===== config.mk =====
export PLATFORM = sky130hd
export DESIGN_NAME = dfwp_top
export DESIGN_NICKNAME = d
export VERILOG_FILES = /design/src/dfwp_pkg.sv /design/src/dfwp_top.sv
export VERILOG_INCLUDE_DIRS = /design/src
export SDC_FILE = /design/constraint.sdc
export NUM_CORES = 1
export LEC_CHECK = 0
export ABC_AREA = 1
export BUFFER_PORTS_ARGS = -buffer_cell sky130_fd_sc_hd__buf_2
export CAP_MARGIN = 20
export CORE_ASPECT_RATIO = 1.2
export CORE_MARGIN = 2
export CORE_UTILIZATION = 53
export CTS_CLUSTER_DIAMETER = 50
export CTS_CLUSTER_SIZE = 24
export DETAILED_ROUTE_END_ITERATION = 10
export GPL_ROUTABILITY_DRIVEN = 0
export GPL_TIMING_DRIVEN = 0
export PLACE_DENSITY_LB_ADDON = 0.08
export SLEW_MARGIN = 15
export SYNTH_ARGS = -nofsm -noshare
export SYNTH_HDL_FRONTEND = slang
export SYNTH_SLANG_ARGS = --single-unit
export TNS_END_PERCENT = 10

===== constraint.sdc =====
create_clock -name core_clk -period 1.9 [get_ports core_clk]
set_clock_uncertainty 0.15 [all_clocks]
set_input_delay 0.095 -clock core_clk [delete_from_list [all_inputs] [get_ports core_clk]]
set_output_delay 0.095 -clock core_clk [all_outputs]
set_load 0.03 [all_outputs]

===== src/dfwp_defines.svh =====
/*
 Bit positions of the command word and constants of the words and registers.
 Assumes inclusion by the top module only; the package does not include it.
*/
`ifndef DFWP_DEFINES_SVH
`define DFWP_DEFINES_SVH
`define DFWP_CW_PRESET_LO   0
`define DFWP_CW_PRESET_HI   1
`define DFWP_CW_RAMP        2
`define DFWP_CW_NO_COAST    3
`define DFWP_CW_NO_QSTOP    4
`define DFWP_CW_USE_RAMP    5
`define DFWP_CW_START       6
`define DFWP_CW_RESET       7
`define DFWP_CW_JOG         8
`define DFWP_CW_RAMP2       9
`define DFWP_CW_VALID       10
`define DFWP_CW_RELAY1      11
`define DFWP_CW_RELAY2      12
`define DFWP_CW_SETUP_LO    13
`define DFWP_CW_SETUP_HI    14
`define DFWP_CW_REVERSE     15
`define DFWP_FULL_SCALE     16'h4000
`define DFWP_WORD_RESET     16'h0000
`define DFWP_REG_COMMAND    4'h0
`define DFWP_REG_SPEED_REF  4'h4
`define DFWP_REG_STATE      4'h8
`define DFWP_REG_ACTUAL     4'hC
`define DFWP_REG_CONFIG     5'h10
`define DFWP_REG_DRIVE      5'h14
`define DFWP_REG_CONFIG_RST 32'h0000_0000
`define DFWP_UNMAPPED_RDATA 32'h0000_0000
`define DFWP_REV_DIGITAL    2'h0
`define DFWP_REV_SERIAL     2'h1
`define DFWP_REV_OR         2'h2
`define DFWP_REV_AND        2'h3
`endif


===== src/dfwp_pkg.sv =====
/*
 Types for the fieldbus word profile block.
 Assumes the defines header is in the include path.
*/
package dfwp_pkg;
	typedef struct packed {
		logic        dc_brake;
		logic        coast;
		logic        quick_stop;
		logic        freeze;
		logic        ramp_stop;
		logic        trip_reset;
		logic        jog;
		logic        ramp2;
		logic        relay1;
		logic        relay2;
		logic [1:0]  setup;
		logic [1:0]  preset;
		logic        reverse;
	} dfwp_cmd_t;
	typedef struct packed {
		logic        ctrl_ready;
		logic        drive_ready;
		logic        enabled;
		logic        trip;
		logic        error;
		logic        trip_lock;
		logic        warning;
		logic        at_ref;
		logic        bus_ctrl;
		logic        in_limit;
		logic        running;
		logic        auto_stop;
		logic        volt_bad;
		logic        torque_bad;
		logic        timer_bad;
	} dfwp_drive_t;
	typedef enum logic [1:0] {
		DFWP_IDLE,
		DFWP_ANSWER
	} dfwp_bus_state_t;
endpackage


===== src/dfwp_top.sv =====
/*
 Command word decoder and state report word encoder of a drive.
 Assumes an Avalon-MM master on core_clk and drive status inputs
 from asynchronous logic, which are synchronised here.
*/
// The placing of the registers and the Avalon-MM register port were decided locally.
`timescale 1ns/1ps
`include "dfwp_defines.svh"
module dfwp_top
	import dfwp_pkg::*;
(
	// Clock and reset
	input  wire logic        core_clk,
	input  wire logic        reset_n,
	// Avalon-MM slave
	input  wire logic [4:0]  avs_address,
	input  wire logic        avs_read,
	input  wire logic        avs_write,
	input  wire logic [31:0] avs_writedata,
	input  wire logic [3:0]  avs_byteenable,
	output logic      [31:0] avs_readdata,
	output logic             avs_waitrequest,
	// Drive status, asynchronous
	input  wire logic [14:0] drive_status,
	input  wire logic        link_ok,
	input  wire logic        local_stop,
	input  wire logic        local_ref,
	input  wire logic        din_stop,
	input  wire logic        din_reverse,
	input  wire logic [15:0] actual_output_value,
	// Decoded commands
	output dfwp_cmd_t        cmd,
	output logic             trip_reset_pulse,
	output logic      [15:0] speed_reference,
	output logic             allow_freeze_stop
);
	logic [15:0]     command_word_r;
	logic [15:0]     speed_ref_r;
	logic [31:0]     config_r;
	logic [15:0]     state_report_word_r;
	logic [15:0]     actual_r;
	logic            reset_bit_d_r;
	dfwp_cmd_t       cmd_r;
	dfwp_bus_state_t bus_state_r;
	logic [19:0]     sync1_r;
	logic [19:0]     sync2_r;
	logic [15:0]     act1_r;
	logic [15:0]     act2_r;
	logic [31:0]     rdata_nxt;
	logic            wr_go;
	logic            rd_go;
	logic            relay1_en;
	logic            relay2_en;
	logic            multi_setup;
	logic [1:0]      rev_src;
	logic [15:0]     cw;
	dfwp_drive_t     ds;
	logic            s_link;
	logic            s_lstop;
	logic            s_lref;
	logic            s_dstop;
	logic            s_drev;
	logic            bus_rev;

	// Status synchroniser
	always_ff @(posedge core_clk or negedge reset_n) begin
		if (!reset_n) begin
			sync1_r <= 20'h00000;
			sync2_r <= 20'h00000;
			act1_r <= `DFWP_WORD_RESET;
			act2_r <= `DFWP_WORD_RESET;
		end else begin
			sync1_r <= {drive_status, link_ok, local_stop, local_ref,
				din_stop, din_reverse};
			sync2_r <= sync1_r;
			act1_r <= actual_output_value;
			act2_r <= act1_r;
		end
	end

	assign ds = dfwp_drive_t'(sync2_r[19:5]);
	assign s_link = sync2_r[4];
	assign s_lstop = sync2_r[3];
	assign s_lref = sync2_r[2];
	assign s_dstop = sync2_r[1];
	assign s_drev = sync2_r[0];

	// Configuration fields
	assign relay1_en = config_r[0];
	assign relay2_en = config_r[1];
	assign multi_setup = config_r[2];
	assign rev_src = config_r[5:4];

	// Bus handshake, one wait cycle
	assign wr_go = avs_write && (bus_state_r == DFWP_ANSWER);
	assign rd_go = avs_read && (bus_state_r == DFWP_ANSWER);
	assign avs_waitrequest = (avs_read || avs_write) &&
		(bus_state_r != DFWP_ANSWER);

	always_ff @(posedge core_clk or negedge reset_n) begin
		if (!reset_n) begin
			bus_state_r <= DFWP_IDLE;
		end else begin
			case (bus_state_r)
				DFWP_IDLE: begin
					if (avs_read || avs_write) begin
						bus_state_r <= DFWP_ANSWER;
					end
				end
				default: begin
					bus_state_r <= DFWP_IDLE;
				end
			endcase
		end
	end

	// Register writes
	always_ff @(posedge core_clk or negedge reset_n) begin
		if (!reset_n) begin
			command_word_r <= `DFWP_WORD_RESET;
			speed_ref_r <= `DFWP_WORD_RESET;
			config_r <= `DFWP_REG_CONFIG_RST;
		end else if (wr_go) begin
			if (avs_address == `DFWP_REG_COMMAND) begin
				if (avs_byteenable[0]) begin
					command_word_r[7:0] <= avs_writedata[7:0];
				end
				if (avs_byteenable[1]) begin
					command_word_r[15:8] <= avs_writedata[15:8];
				end
			end else if (avs_address == `DFWP_REG_SPEED_REF) begin
				if (avs_byteenable[0]) begin
					speed_ref_r[7:0] <= avs_writedata[7:0];
				end
				if (avs_byteenable[1]) begin
					speed_ref_r[15:8] <= avs_writedata[15:8];
				end
			end else if (avs_address == `DFWP_REG_CONFIG) begin
				if (avs_byteenable[0]) begin
					config_r[7:0] <= avs_writedata[7:0];
				end
			end
		end
	end

	assign cw = command_word_r;
	assign bus_rev = cw[`DFWP_CW_REVERSE];

	// Command decode
	always_ff @(posedge core_clk or negedge reset_n) begin
		if (!reset_n) begin
			cmd_r <= '0;
			reset_bit_d_r <= 1'b0;
			trip_reset_pulse <= 1'b0;
		end else begin
			trip_reset_pulse <= 1'b0;
			if (cw[`DFWP_CW_VALID]) begin
				cmd_r.preset <= cw[`DFWP_CW_PRESET_HI:`DFWP_CW_PRESET_LO];
				cmd_r.dc_brake <= !cw[`DFWP_CW_RAMP];
				cmd_r.coast <= !cw[`DFWP_CW_NO_COAST];
				cmd_r.quick_stop <= !cw[`DFWP_CW_NO_QSTOP];
				cmd_r.freeze <= !cw[`DFWP_CW_USE_RAMP];
				cmd_r.ramp_stop <= !cw[`DFWP_CW_START];
				cmd_r.jog <= cw[`DFWP_CW_JOG];
				cmd_r.ramp2 <= cw[`DFWP_CW_RAMP2];
				cmd_r.relay1 <= cw[`DFWP_CW_RELAY1] && relay1_en;
				cmd_r.relay2 <= cw[`DFWP_CW_RELAY2] && relay2_en;
				if (multi_setup) begin
					cmd_r.setup <= cw[`DFWP_CW_SETUP_HI:`DFWP_CW_SETUP_LO];
				end
				if (rev_src == `DFWP_REV_SERIAL) begin
					cmd_r.reverse <= bus_rev;
				end else if (rev_src == `DFWP_REV_OR) begin
					cmd_r.reverse <= bus_rev || s_drev;
				end else if (rev_src == `DFWP_REV_AND) begin
					cmd_r.reverse <= bus_rev && s_drev;
				end else begin
					cmd_r.reverse <= s_drev;
				end
				reset_bit_d_r <= cw[`DFWP_CW_RESET];
				trip_reset_pulse <= cw[`DFWP_CW_RESET] && !reset_bit_d_r;
				cmd_r.trip_reset <= cw[`DFWP_CW_RESET];
			end
		end
	end

	assign cmd = cmd_r;
	assign allow_freeze_stop = cmd_r.coast || cmd_r.dc_brake || s_dstop;

	assign speed_reference = speed_ref_r;

	// State report encode
	always_ff @(posedge core_clk or negedge reset_n) begin
		if (!reset_n) begin
			state_report_word_r <= `DFWP_WORD_RESET;
			actual_r <= `DFWP_WORD_RESET;
		end else begin
			actual_r <= act2_r;
			if (!s_link) begin
				state_report_word_r <= `DFWP_WORD_RESET;
			end else begin
				state_report_word_r[0] <= ds.ctrl_ready;
				state_report_word_r[1] <= ds.drive_ready;
				state_report_word_r[2] <= ds.enabled;
				state_report_word_r[3] <= ds.trip;
				state_report_word_r[4] <= ds.error;
				state_report_word_r[5] <= 1'b0;
				state_report_word_r[6] <= ds.trip_lock;
				state_report_word_r[7] <= ds.warning;
				state_report_word_r[8] <= ds.at_ref;
				state_report_word_r[9] <= ds.bus_ctrl && !s_lstop && !s_lref;
				state_report_word_r[10] <= ds.in_limit;
				state_report_word_r[11] <= ds.running;
				state_report_word_r[12] <= ds.auto_stop;
				state_report_word_r[15] <= ds.timer_bad;
				state_report_word_r[13] <= ds.volt_bad;
				state_report_word_r[14] <= ds.torque_bad;
			end
		end
	end

	// Read mux
	always_comb begin
		rdata_nxt = `DFWP_UNMAPPED_RDATA;
		if (avs_address == `DFWP_REG_COMMAND) begin
			rdata_nxt = {16'h0000, command_word_r};
		end else if (avs_address == `DFWP_REG_SPEED_REF) begin
			rdata_nxt = {16'h0000, speed_ref_r};
		end else if (avs_address == `DFWP_REG_STATE) begin
			rdata_nxt = {16'h0000, state_report_word_r};
		end else if (avs_address == `DFWP_REG_ACTUAL) begin
			rdata_nxt = {16'h0000, actual_r};
		end else if (avs_address == `DFWP_REG_CONFIG) begin
			rdata_nxt = {24'h000000, config_r[7:0]};
		end else if (avs_address == `DFWP_REG_DRIVE) begin
			rdata_nxt = {16'h0000, 1'b0, cmd_r};
		end
	end

	always_ff @(posedge core_clk or negedge reset_n) begin
		if (!reset_n) begin
			avs_readdata <= `DFWP_UNMAPPED_RDATA;
		end else if (avs_read && bus_state_r == DFWP_IDLE) begin
			avs_readdata <= rdata_nxt;
		end
	end
endmodule


Word level (Yosys, flattened, before mapping)
Cells that the tools add are included.
{"block": "classes", "eq_ne": 11, "n_mux": 13, "bitwise": 2, "reduce_logical": 29}
{"operator": "$mux 16", "count": 5}
{"operator": "$mux 15", "count": 2}
{"operator": "$eq 5x4->1 const B", "count": 2}
{"operator": "$eq 5x5->1 const B", "count": 2}
{"operator": "$logic_and 1x1->1", "count": 9}
{"operator": "$logic_not 1->1", "count": 8}
{"operator": "$reduce_and 4->1", "count": 2}
{"operator": "$reduce_and 3->1", "count": 2}
{"operator": "$eq 5x3->1 const B", "count": 1}
{"operator": "$logic_not 5->1", "count": 1}
{"operator": "$reduce_and 5->1", "count": 1}
{"operator": "$eq 2x1->1 const B", "count": 2}
{"operator": "$eq 2x2->1 const B", "count": 2}
{"operator": "$logic_or 1x1->1", "count": 4}
{"operator": "$mux 1", "count": 4}
{"operator": "$mux 2", "count": 2}
{"operator": "$logic_not 2->1", "count": 1}
{"operator": "$ne 2x1->1 const B", "count": 1}
{"operator": "$ne 2x2->1 const B", "count": 1}
{"operator": "$not 1->1", "count": 2}
{"operator": "$reduce_and 2->1", "count": 1}
{"block": "word_totals", "ff_bits": 194, "elab_cells": 82}

Logic depth before layout (Yosys ltp)
Gate-level depths: netlist of the first run.
{"block": "depth", "word_depth": 7, "depth_mapped": 9}

Worst setup path after synthesis of the first run
No wires, ideal clock.
{"block": "synth_timing", "path_type": "register -> register", "from": "register bus_state_r[0]", "to": "register config_r[5]", "t_arrival_ns": 1.178, "required_ns": 1.628, "setup_slack_ns": 0.450, "stages_incl_launch_ff": 7, "n_path_buf": 1, "synth_period_minus_slack_ns": 1.450, "cell_sequence": "dfrtp_1 -> nand2_1 -> nor2_1 -> nand4_1 -> buf_2 -> nand2_1 -> o21ai_1"}
{"block": "synth_between", "elab_chain_cells": 3}
{"item": "start: declaration", "line_no": "dfwp_top.sv:44", "rtl": "dfwp_bus_state_t bus_state_r;"}
{"item": "start signal: assignment", "line_no": "dfwp_top.sv:102", "rtl": "bus_state_r <= DFWP_IDLE;"}
{"item": "start signal: assignment", "line_no": "dfwp_top.sv:107", "rtl": "bus_state_r <= DFWP_ANSWER;"}
{"item": "start signal: assignment", "line_no": "dfwp_top.sv:111", "rtl": "bus_state_r <= DFWP_IDLE;"}
{"item": "$eq 2x1->1"}
{"item": "$logic_and 1x1->1", "line_no": "dfwp_top.sv:95", "rtl": "assign wr_go = avs_write && (bus_state_r == DFWP_ANSWER);"}
{"item": "$reduce_and 5->1 (no source line)"}
{"item": "end signal: assignment", "line_no": "dfwp_top.sv:122", "rtl": "config_r <= `DFWP_REG_CONFIG_RST;"}
{"item": "end signal: assignment", "line_no": "dfwp_top.sv:140", "rtl": "config_r[7:0] <= avs_writedata[7:0];"}
{"item": "end: declaration", "line_no": "dfwp_top.sv:39", "rtl": "logic [31:0] config_r;"}
Every way passes these cells.
A chain may end at the register's enable or synchronous reset.

Worst setup path after layout of the first run
{"block": "layout_timing", "from": "register cmd_r, in the netlist cmd[14]", "to": "output port allow_freeze_stop"}
{"block": "layout_between", "elab_chain_cells": 2}
{"item": "start: declaration", "line_no": "dfwp_top.sv:43", "rtl": "dfwp_cmd_t cmd_r;"}
{"item": "$logic_or 1x1->1 (2 in a row)", "line_no": "dfwp_top.sv:188", "rtl": "assign allow_freeze_stop = cmd_r.coast || cmd_r.dc_brake || s_dstop;"}
{"item": "end: declaration", "line_no": "dfwp_top.sv:35", "rtl": "output logic allow_freeze_stop"}
Every way passes these cells.

==> impl_summary.log, run 1 <==
[metrics] post-layout instance count excluding filler cells: roughly 1000
[metrics] pin count of the biggest net entering global routing: 90
[metrics] deepest clock path buffer count: 2
[metrics] IO buf count: 111
[metrics] sequential element share of the synthesized area: 0.662
[metrics] combined area of all synthesized cells: 0.00665 mm2
[metrics] power share of the clock group: 0.386
[metrics] switching power summed over all nets: 2.48 mW
[metrics] number of enable-type register cells in the synthesized netlist: 0
[metrics] critical setup path kind: flip-flop to primary output
[metrics] I/O pin count: 147
[metrics] final cycle utilization of the critical path: 0.910
[metrics] number of antenna violations at the first check in global routing: 0
[metrics] count of different cell masters after synthesis: 24
[metrics] worst voltage drop across the vdd grid: 689 uV
[metrics] Num Clock Sinks: 176
[metrics] starting utilization of the core area: 0.547
[metrics] post-CTS sizing: 0
[metrics] CTS Root Buffer Type: sky130_fd_sc_hd__clkbuf_16
[metrics] Crit. End Element: primary output
[metrics] residual overflow from global routing: 0
[metrics] count of TritonRoute iterations in the first routing pass: 4
[metrics] Post-Route WL: ~16000 um
[metrics] Comb pwr share: 0.134
[metrics] setup repair after global routing missed its margin: no
[metrics] DRC violation count after routing: 0
[metrics] leading cell types by total area after synthesis: sky130_fd_sc_hd__dfrtp_1, sky130_fd_sc_hd__nand2_1, sky130_fd_sc_hd__nand4_1
[metrics] Yosys reg bits: 176
[metrics] detailed-route via count: around 5300
[metrics] Worst setup SP type: flip-flop
[metrics] mean cell area of the mapped netlist: 9.99 um2
[metrics] register-to-register setup slack: 190 ps
[metrics] layout-stage area growth over the synthesis result: 30.1%
[metrics] Post-layout nets: 950
[metrics] CP arrival: 1480 ps
[metrics] total power after layout: 8.86 mW
[metrics] count of mapped cells out of synthesis: 666
[metrics] maximum fanout count along the critical path: 4
[metrics] net switching share of the total power: 0.280
[metrics] instance count after placement with tap cells included: 954
[metrics] maximum clock frequency: 0.578 GHz
[metrics] overall fraction of global-route tracks in use: 0.251
[metrics] most frequent cell after synthesis: sky130_fd_sc_hd__nand2_1
[metrics] DIE AREA: 0.0135 mm2
[metrics] antenna diode count: 0
[metrics] endpoint required time on the critical path: 1650 ps
[metrics] Static Leakage: 4.66 nW
[metrics] Cell Rows: 44
[metrics] clock tree from TritonCTS: done
[metrics] register share of total power: 0.480
[metrics] Synth async-reset ratio: 1.00
[metrics] post-DR vias/cell: 5.05
[metrics] placed wire-length estimate after detailed placement: 10800 um
[metrics] Skew-Pair Late Insertion Delay: between 400 and 500 ps
[metrics] top cells by instance count after synthesis: sky130_fd_sc_hd__nand2_1, sky130_fd_sc_hd__dfrtp_1, sky130_fd_sc_hd__inv_1, sky130_fd_sc_hd__nor2_1, sky130_fd_sc_hd__nand4_1
[metrics] area of all placed cells without fillers: 0.00866 mm2
[metrics] post-placement cell area: 0.00750 mm2
[metrics] clock transition at the register clock pins on the worst setup and hold paths after CTS: roughly 60 ps
[metrics] total clock buffers created by CTS: 17
[metrics] internal cell power: between 6 and 7 mW
[metrics] number of slew-limit violations in the final report: 0
[metrics] detailed-route wire length per cell: between 15 and 20 um
[metrics] Chip Height: 127 um
[metrics] number of warning messages in the yosys log: 0
[metrics] number of max-capacitance violations reported: 0
[metrics] transition time at the pin with the least slew margin: 641 ps
[metrics] post-route minimum period: 1730 ps
[metrics] total setup violations reported at the end of the flow: 0
[metrics] relative max-transition margin: 0.573
[metrics] number of H-tree branching levels: 4
[metrics] pwr/cell area: between 1000 and 1500 mW/mm2
[metrics] Floorplan Core Area: ~0.012 mm2
[metrics] vias in the first global route: 5205
[metrics] library cell with the largest summed area after synthesis: sky130_fd_sc_hd__dfrtp_1
[metrics] class of the tightest hold or removal check: primary input to flip-flop
[metrics] Detail Route Antenna Nets: 0
[metrics] first-pass GRT wire length: approximately 26000 um
[metrics] DIE WIDTH: 106 um
[metrics] status: finished clean
[metrics] layout cells sized above 1: 0.226
[metrics] flip-flop cell with the highest count after synthesis: sky130_fd_sc_hd__dfrtp_1
[metrics] final hold viol count: 0
[metrics] Starting DRT DRC Count: roughly 380
[metrics] area fraction of the dominant cell type after synthesis: 0.662
==> worst paths after layout <==
| kind | startpoint | endpoint | cells after the start |
|---|---|---|---|
| worst min register to register | act1_r[0] | act2_r[0] | 0 |
| worst max-delay path | cmd[14] | allow_freeze_stop | 2 |
| worst max register to register | bus_state_r[0] | avs_readdata[5] | 6 |
| min in group asynchronous | reset_n | speed_reference[11] | 2 |
| max in group asynchronous | reset_n | config_r[6] | 3 |
| worst min-delay path | avs_byteenable[1] | speed_reference[8] | 6 |
==> through the flow <==
| stage | setup WS, ps | util | hold slack (ps) | TNS [ps] |
|---|---|---|---|---|
| final | 171 | 0.711 | 22.3 | 0 |
| after global routing | 90.9 | 0.711 | 40.8 | 0 |
| after CTS | 140 | 0.711 | 16.9 | 0 |
| after detailed placement | 156 | 0.617 | -24.9 | 0 |
| after global placement | -1890 | 0.614 | 52.3 | -330770 |
| after floorplan | 450 | - | -351 | 0 |
==> cell families after synthesis <==
kind of cell,synth area share
AO/OA/AOI/OAI,0.0564
buffers and inverters,0.0799
flip-flops,0.662
other,0.000564
AND/OR/NAND/NOR,0.201
==> worst max-delay path, stage by stage, from the launching register on <==
cell and delay [ps]:
sky130_fd_sc_hd__dfrtp_1 450, sky130_fd_sc_hd__or3_1 420, sky130_fd_sc_hd__buf_2 200
==> power by group through the flow <==
| stage | clock [mW] | combinational, mW | sequential [mW] |
|---|---|---|---|
| after global routing | 3.63 | 1.29 | 4.27 |
| after global placement | 0 | 1.06 | 4.30 |
| after floorplan | 0 | 0.416 | 4.50 |
| after detailed placement | 0 | 1.09 | 4.31 |
| after CTS | 3.47 | 1.18 | 4.25 |
| final | 3.42 | 1.19 | 4.25 |
==> flip-flops by register name, summed over array words and instances, names as in the netlist <==
signal               flops
command_word_r          16
speed_reference         16
sync2_r                 20
sync1_r                 20
cmd                     15
act1_r                  16
config_r                 8
act2_r                  16
trip_reset_pulse         1
actual_r                16
state_report_word_r     15
bus_state_r              1
avs_readdata            16
==> final cells by class <==
class | count | area [um2]
Multi-Input combinational cell | 387 | 1770
Clock inverter | 14 | 154
Timing Repair Buffer | 169 | 1160
Tap cell | 161 | 201
Fill cell | 892 | 3510
Sequential cell | 176 | 4400
Buffer | 46 | 262
Inverter | 72 | 270
Clock buffer | 18 | 429
==> layer usage <==
layer  vias up  global-route usage  share of wire
met5         -                   0              0
met4         0               0.105          0.023
met3        36              0.0493          0.067
met2       207               0.421           0.51
met1      2528               0.319           0.40
li1       2492                   -              -
==> cell usage in the layout, fill, tap and decap left out, drive strengths merged <==
cell         netlist  routed
nand3              7       7
inv               72      77
nand2            183     183
clkbuf            11      29
conb               1      16
dfrtp            176     176
nor2              65      65
o211ai             7       7
buf               35     148
nor3               1       1
a21oi              5       5
clkinvlp           0       2
o21ai             52      52
dlygate4sd3        0      56
o21bai             1       1
or3                1       1
clkinv             0       5
nand4             49      49
bufinv             0       2
==> timing repair <==
| action | CTS | global route |
|---|---|---|
| setup buffers | 0 | 1 |
| endpoints found under the hold margin | 165 | 0 |
| setup endpoints to repair | 0 | 3 |
| hold buffers | 56 | 0 |
(Power assumes the default switching activity.)
==> inputs of run 2 (changes only) <==
--- a/config.mk
+++ b/config.mk
@@ -7,14 +7,15 @@
 export NUM_CORES = 1
 export LEC_CHECK = 0
 export ABC_AREA = 1
-export BUFFER_PORTS_ARGS = -buffer_cell sky130_fd_sc_hd__buf_2
 export CAP_MARGIN = 20
 export CORE_ASPECT_RATIO = 1.2
 export CORE_MARGIN = 2
 export CORE_UTILIZATION = 53
+export CTS_BUF_LIST = sky130_fd_sc_hd__clkbuf_2 sky130_fd_sc_hd__clkbuf_4 sky130_fd_sc_hd__clkbuf_8
 export CTS_CLUSTER_DIAMETER = 50
 export CTS_CLUSTER_SIZE = 24
 export DETAILED_ROUTE_END_ITERATION = 10
+export DONT_BUFFER_PORTS = 1
 export GPL_ROUTABILITY_DRIVEN = 0
 export GPL_TIMING_DRIVEN = 0
 export PLACE_DENSITY_LB_ADDON = 0.08
==> run 2 against run 1 <==
The run now ends with hold timing left. Sequential power up 6.8%. Maximum frequency fell by 5.9%. Hold slack got worse by 840 ps. Flip-flop and latch count did not move. Count of clock-buffer cells in the layout unchanged. Global-route usage decreased by 0.19 points. Non-clock buffer count down 92. Final area decreased by 5.6%. Clock power shrank 13%. Wire length fell by 2.2%. Die area unchanged. Largest power group unchanged.
==> impl_summary.log, run 2 (same netlist as run 1, synthesis figures left out) <==
[metrics] status: finished, violations left
[metrics] failing checks: hold timing
[metrics] launching point of the worst reg2reg path: bus_state_r[0]
[metrics] stage delay of the slowest cell on the critical path: 630 ps
[metrics] post-route minimum period: 1840 ps
[metrics] Static Leakage: approximately 4.2 nW
[metrics] Cell Rows: 44
[metrics] antenna diode count: 0
[metrics] residual overflow from global routing: 0
[metrics] cell class contributing the biggest share of worst-path delay: buffers and inverters
[metrics] cells on worst reg2reg path: 6
[metrics] number of antenna violations at the first check in global routing: 0
[metrics] first-pass GRT wire length: 25200 um
[metrics] post-placement cell area: 0.00691 mm2
[metrics] Crit. End Element: flip-flop
[metrics] post-DR vias/cell: 5.15
[metrics] CP Cell Sequence: dlygate4sd3_1, nor2_4, nand3_4, inv_2, dlygate4sd3_1, a21oi_1, nand2_1, nand2_1
[metrics] Post-layout nets: between 800 and 900
[metrics] number of max-capacitance violations reported: 0
[metrics] DIE AREA: 0.0135 mm2
[metrics] final total negative setup slack: 0 ps
[metrics] area of all placed cells without fillers: 0.00817 mm2
[metrics] CP max-delay cell: sky130_fd_sc_hd__dlygate4sd3_1
[metrics] maximum fanout count along the critical path: 5
[metrics] worst voltage drop across the vdd grid: around 1200 uV
[metrics] maximum clock frequency: 0.544 GHz
[metrics] endpoint required time on the critical path: 2100 ps
[metrics] Floorplan Core Area: 0.0122 mm2
[metrics] number of slew-limit violations in the final report: 0
[metrics] detailed-route wire length per cell: 16.5 um
[metrics] class of the tightest hold or removal check: primary input to async pin
[metrics] total clock buffers created by CTS: 17
[metrics] CP arrival: between 2000 and 2500 ps
[metrics] clock transition at the register clock pins on the worst setup and hold paths after CTS: approximately 80 ps
[metrics] CTS Root Buffer Type: sky130_fd_sc_hd__clkbuf_8
[metrics] most used cells in the layout excluding fill and tap cells: sky130_fd_sc_hd__nand2_1, sky130_fd_sc_hd__dfrtp_1, sky130_fd_sc_hd__dlygate4sd3_1, sky130_fd_sc_hd__inv_1, sky130_fd_sc_hd__nor2_1
[metrics] Num Clock Sinks: roughly 180
[metrics] clock tree from TritonCTS: done
[metrics] critical setup path kind: primary input to flip-flop
[metrics] placed wire-length estimate after detailed placement: 10300 um
[metrics] I/O pin count: 147
[metrics] DIE WIDTH: around 110 um
[metrics] most common cell after layout, fill and taps aside: sky130_fd_sc_hd__nand2_1
[metrics] Starting DRT DRC Count: between 300 and 400
[metrics] Worst Path Buf+Inv: 3
[metrics] pwr/cell area: 998 mW/mm2
[metrics] number of H-tree branching levels: 4
[metrics] final hold viol count: 176
[metrics] depth of the critical timing path with buffers and inverters included: 8
[metrics] detailed-route via count: 4893
[metrics] vias in the first global route: 4886
[metrics] crit path from: avs_address[3]
[metrics] DRC violation count after routing: 0
[metrics] setup repair after global routing missed its margin: yes
[metrics] largest registers ranked by flip-flop count: sync1_r (20), sync2_r (20)
[metrics] overall fraction of global-route tracks in use: 0.249
[metrics] Detail Route Antenna Nets: 0
[metrics] deepest clock path buffer count: 2
[metrics] relative max-transition margin: 0.594
[metrics] pin count of the biggest net entering global routing: approximately 180
[metrics] Skew-Pair Late Insertion Delay: 470 ps
[metrics] WHS: -821 ps
[metrics] layout cells sized above 1: 0.118
[metrics] total setup violations reported at the end of the flow: 0
[metrics] Chip Height: ~130 um
[metrics] layout-stage area growth over the synthesis result: 22.8%
[metrics] Post-Route WL: 15700 um
[metrics] count of TritonRoute iterations in the first routing pass: 5
[metrics] Worst setup SP type: primary input
[metrics] IO buf count: 0
[metrics] transition time at the pin with the least slew margin: roughly 610 ps
[metrics] final cycle utilization of the critical path: 0.967
[metrics] starting utilization of the core area: 0.547
run 2: changes by cell type in the layout (fill, tap and decap cells not counted), sizes merged:
cell,before,now
buf,148,37
bufinv,2,5
clkinv,5,3
clkinvlp,2,3
dlygate4sd3,56,74
dlymetal6s4s,0,1
inv,77,75
run 2: where the power goes:
group	total (mW)	internal, mW	switching, mW	leakage (nW)
clock network	2.96	1.62	1.33	0.228
logic	0.662	0.275	0.387	1.74
registers	4.54	4.02	0.517	2.21
total	8.16	5.92	2.24	4.17
run 2: worst reg2reg max path, cell delays in order (launching register included):
cell and delay [ps]:
sky130_fd_sc_hd__dfrtp_1 410, sky130_fd_sc_hd__nand2_2 130, sky130_fd_sc_hd__nor2_4 140, sky130_fd_sc_hd__nand2_2 140, sky130_fd_sc_hd__nand2_1 100, sky130_fd_sc_hd__dlygate4sd3_1 560
sky130_fd_sc_hd__o21ai_1 60
run 2: timing repair:
item	in CTS	in global routing
endpoints found under the hold margin	268	178
resized for setup	1	5
hold buffers	73	2
buffers inserted	0	2
pin swaps	0	1
endpoints found under the setup margin	1	25
run 2: cell type report:
| type | instances | area (um2) |
|---|---|---|
| buffer | 46 | 262 |
| clock buffer | 18 | 248 |
| clock inverter | 14 | 228 |
| fill | 965 | 3990 |
| inverter | 72 | 270 |
| multi-input combinational | 387 | 1790 |
| sequential | 176 | 4400 |
| tap | 161 | 201 |
| timing repair buffer | 77 | 768 |
run 2: stage by stage:
stage                     setup slack, ps  utilization  hold slack, ps  std cells  power (mW)
after global placement                179        0.568            -344        842        5.11
final                                63.2        0.672            -821        951        8.16
after floorplan                       450            -            -351        681        4.92
after detailed placement              165        0.568            -344        842        5.13
after global routing                -24.2        0.672            -870        951        8.50
after CTS                            5.95        0.668            -848        947        8.19
run 2: final timing paths:
check	endpoint	slack, ps
hold / removal	command_word_r[13]	-820
hold reg to reg	act2_r[9]	200
setup / recovery	avs_readdata[10]	60
min in group core_clk	sync1_r[2]	40
max in group asynchronous	cmd[8]	2080
setup reg to reg	command_word_r[0]	110
run 2: layer usage:
layer  part of all wire  GRT usage  vias to the layer above  wire, um
met3               0.11     0.0879                       30      1690
met2               0.49      0.389                      247      7660
met5                  0          0                        -         0
met1               0.38      0.318                     2320      6000
li1                   -          -                     2296         -
met4              0.021      0.101                        0       330
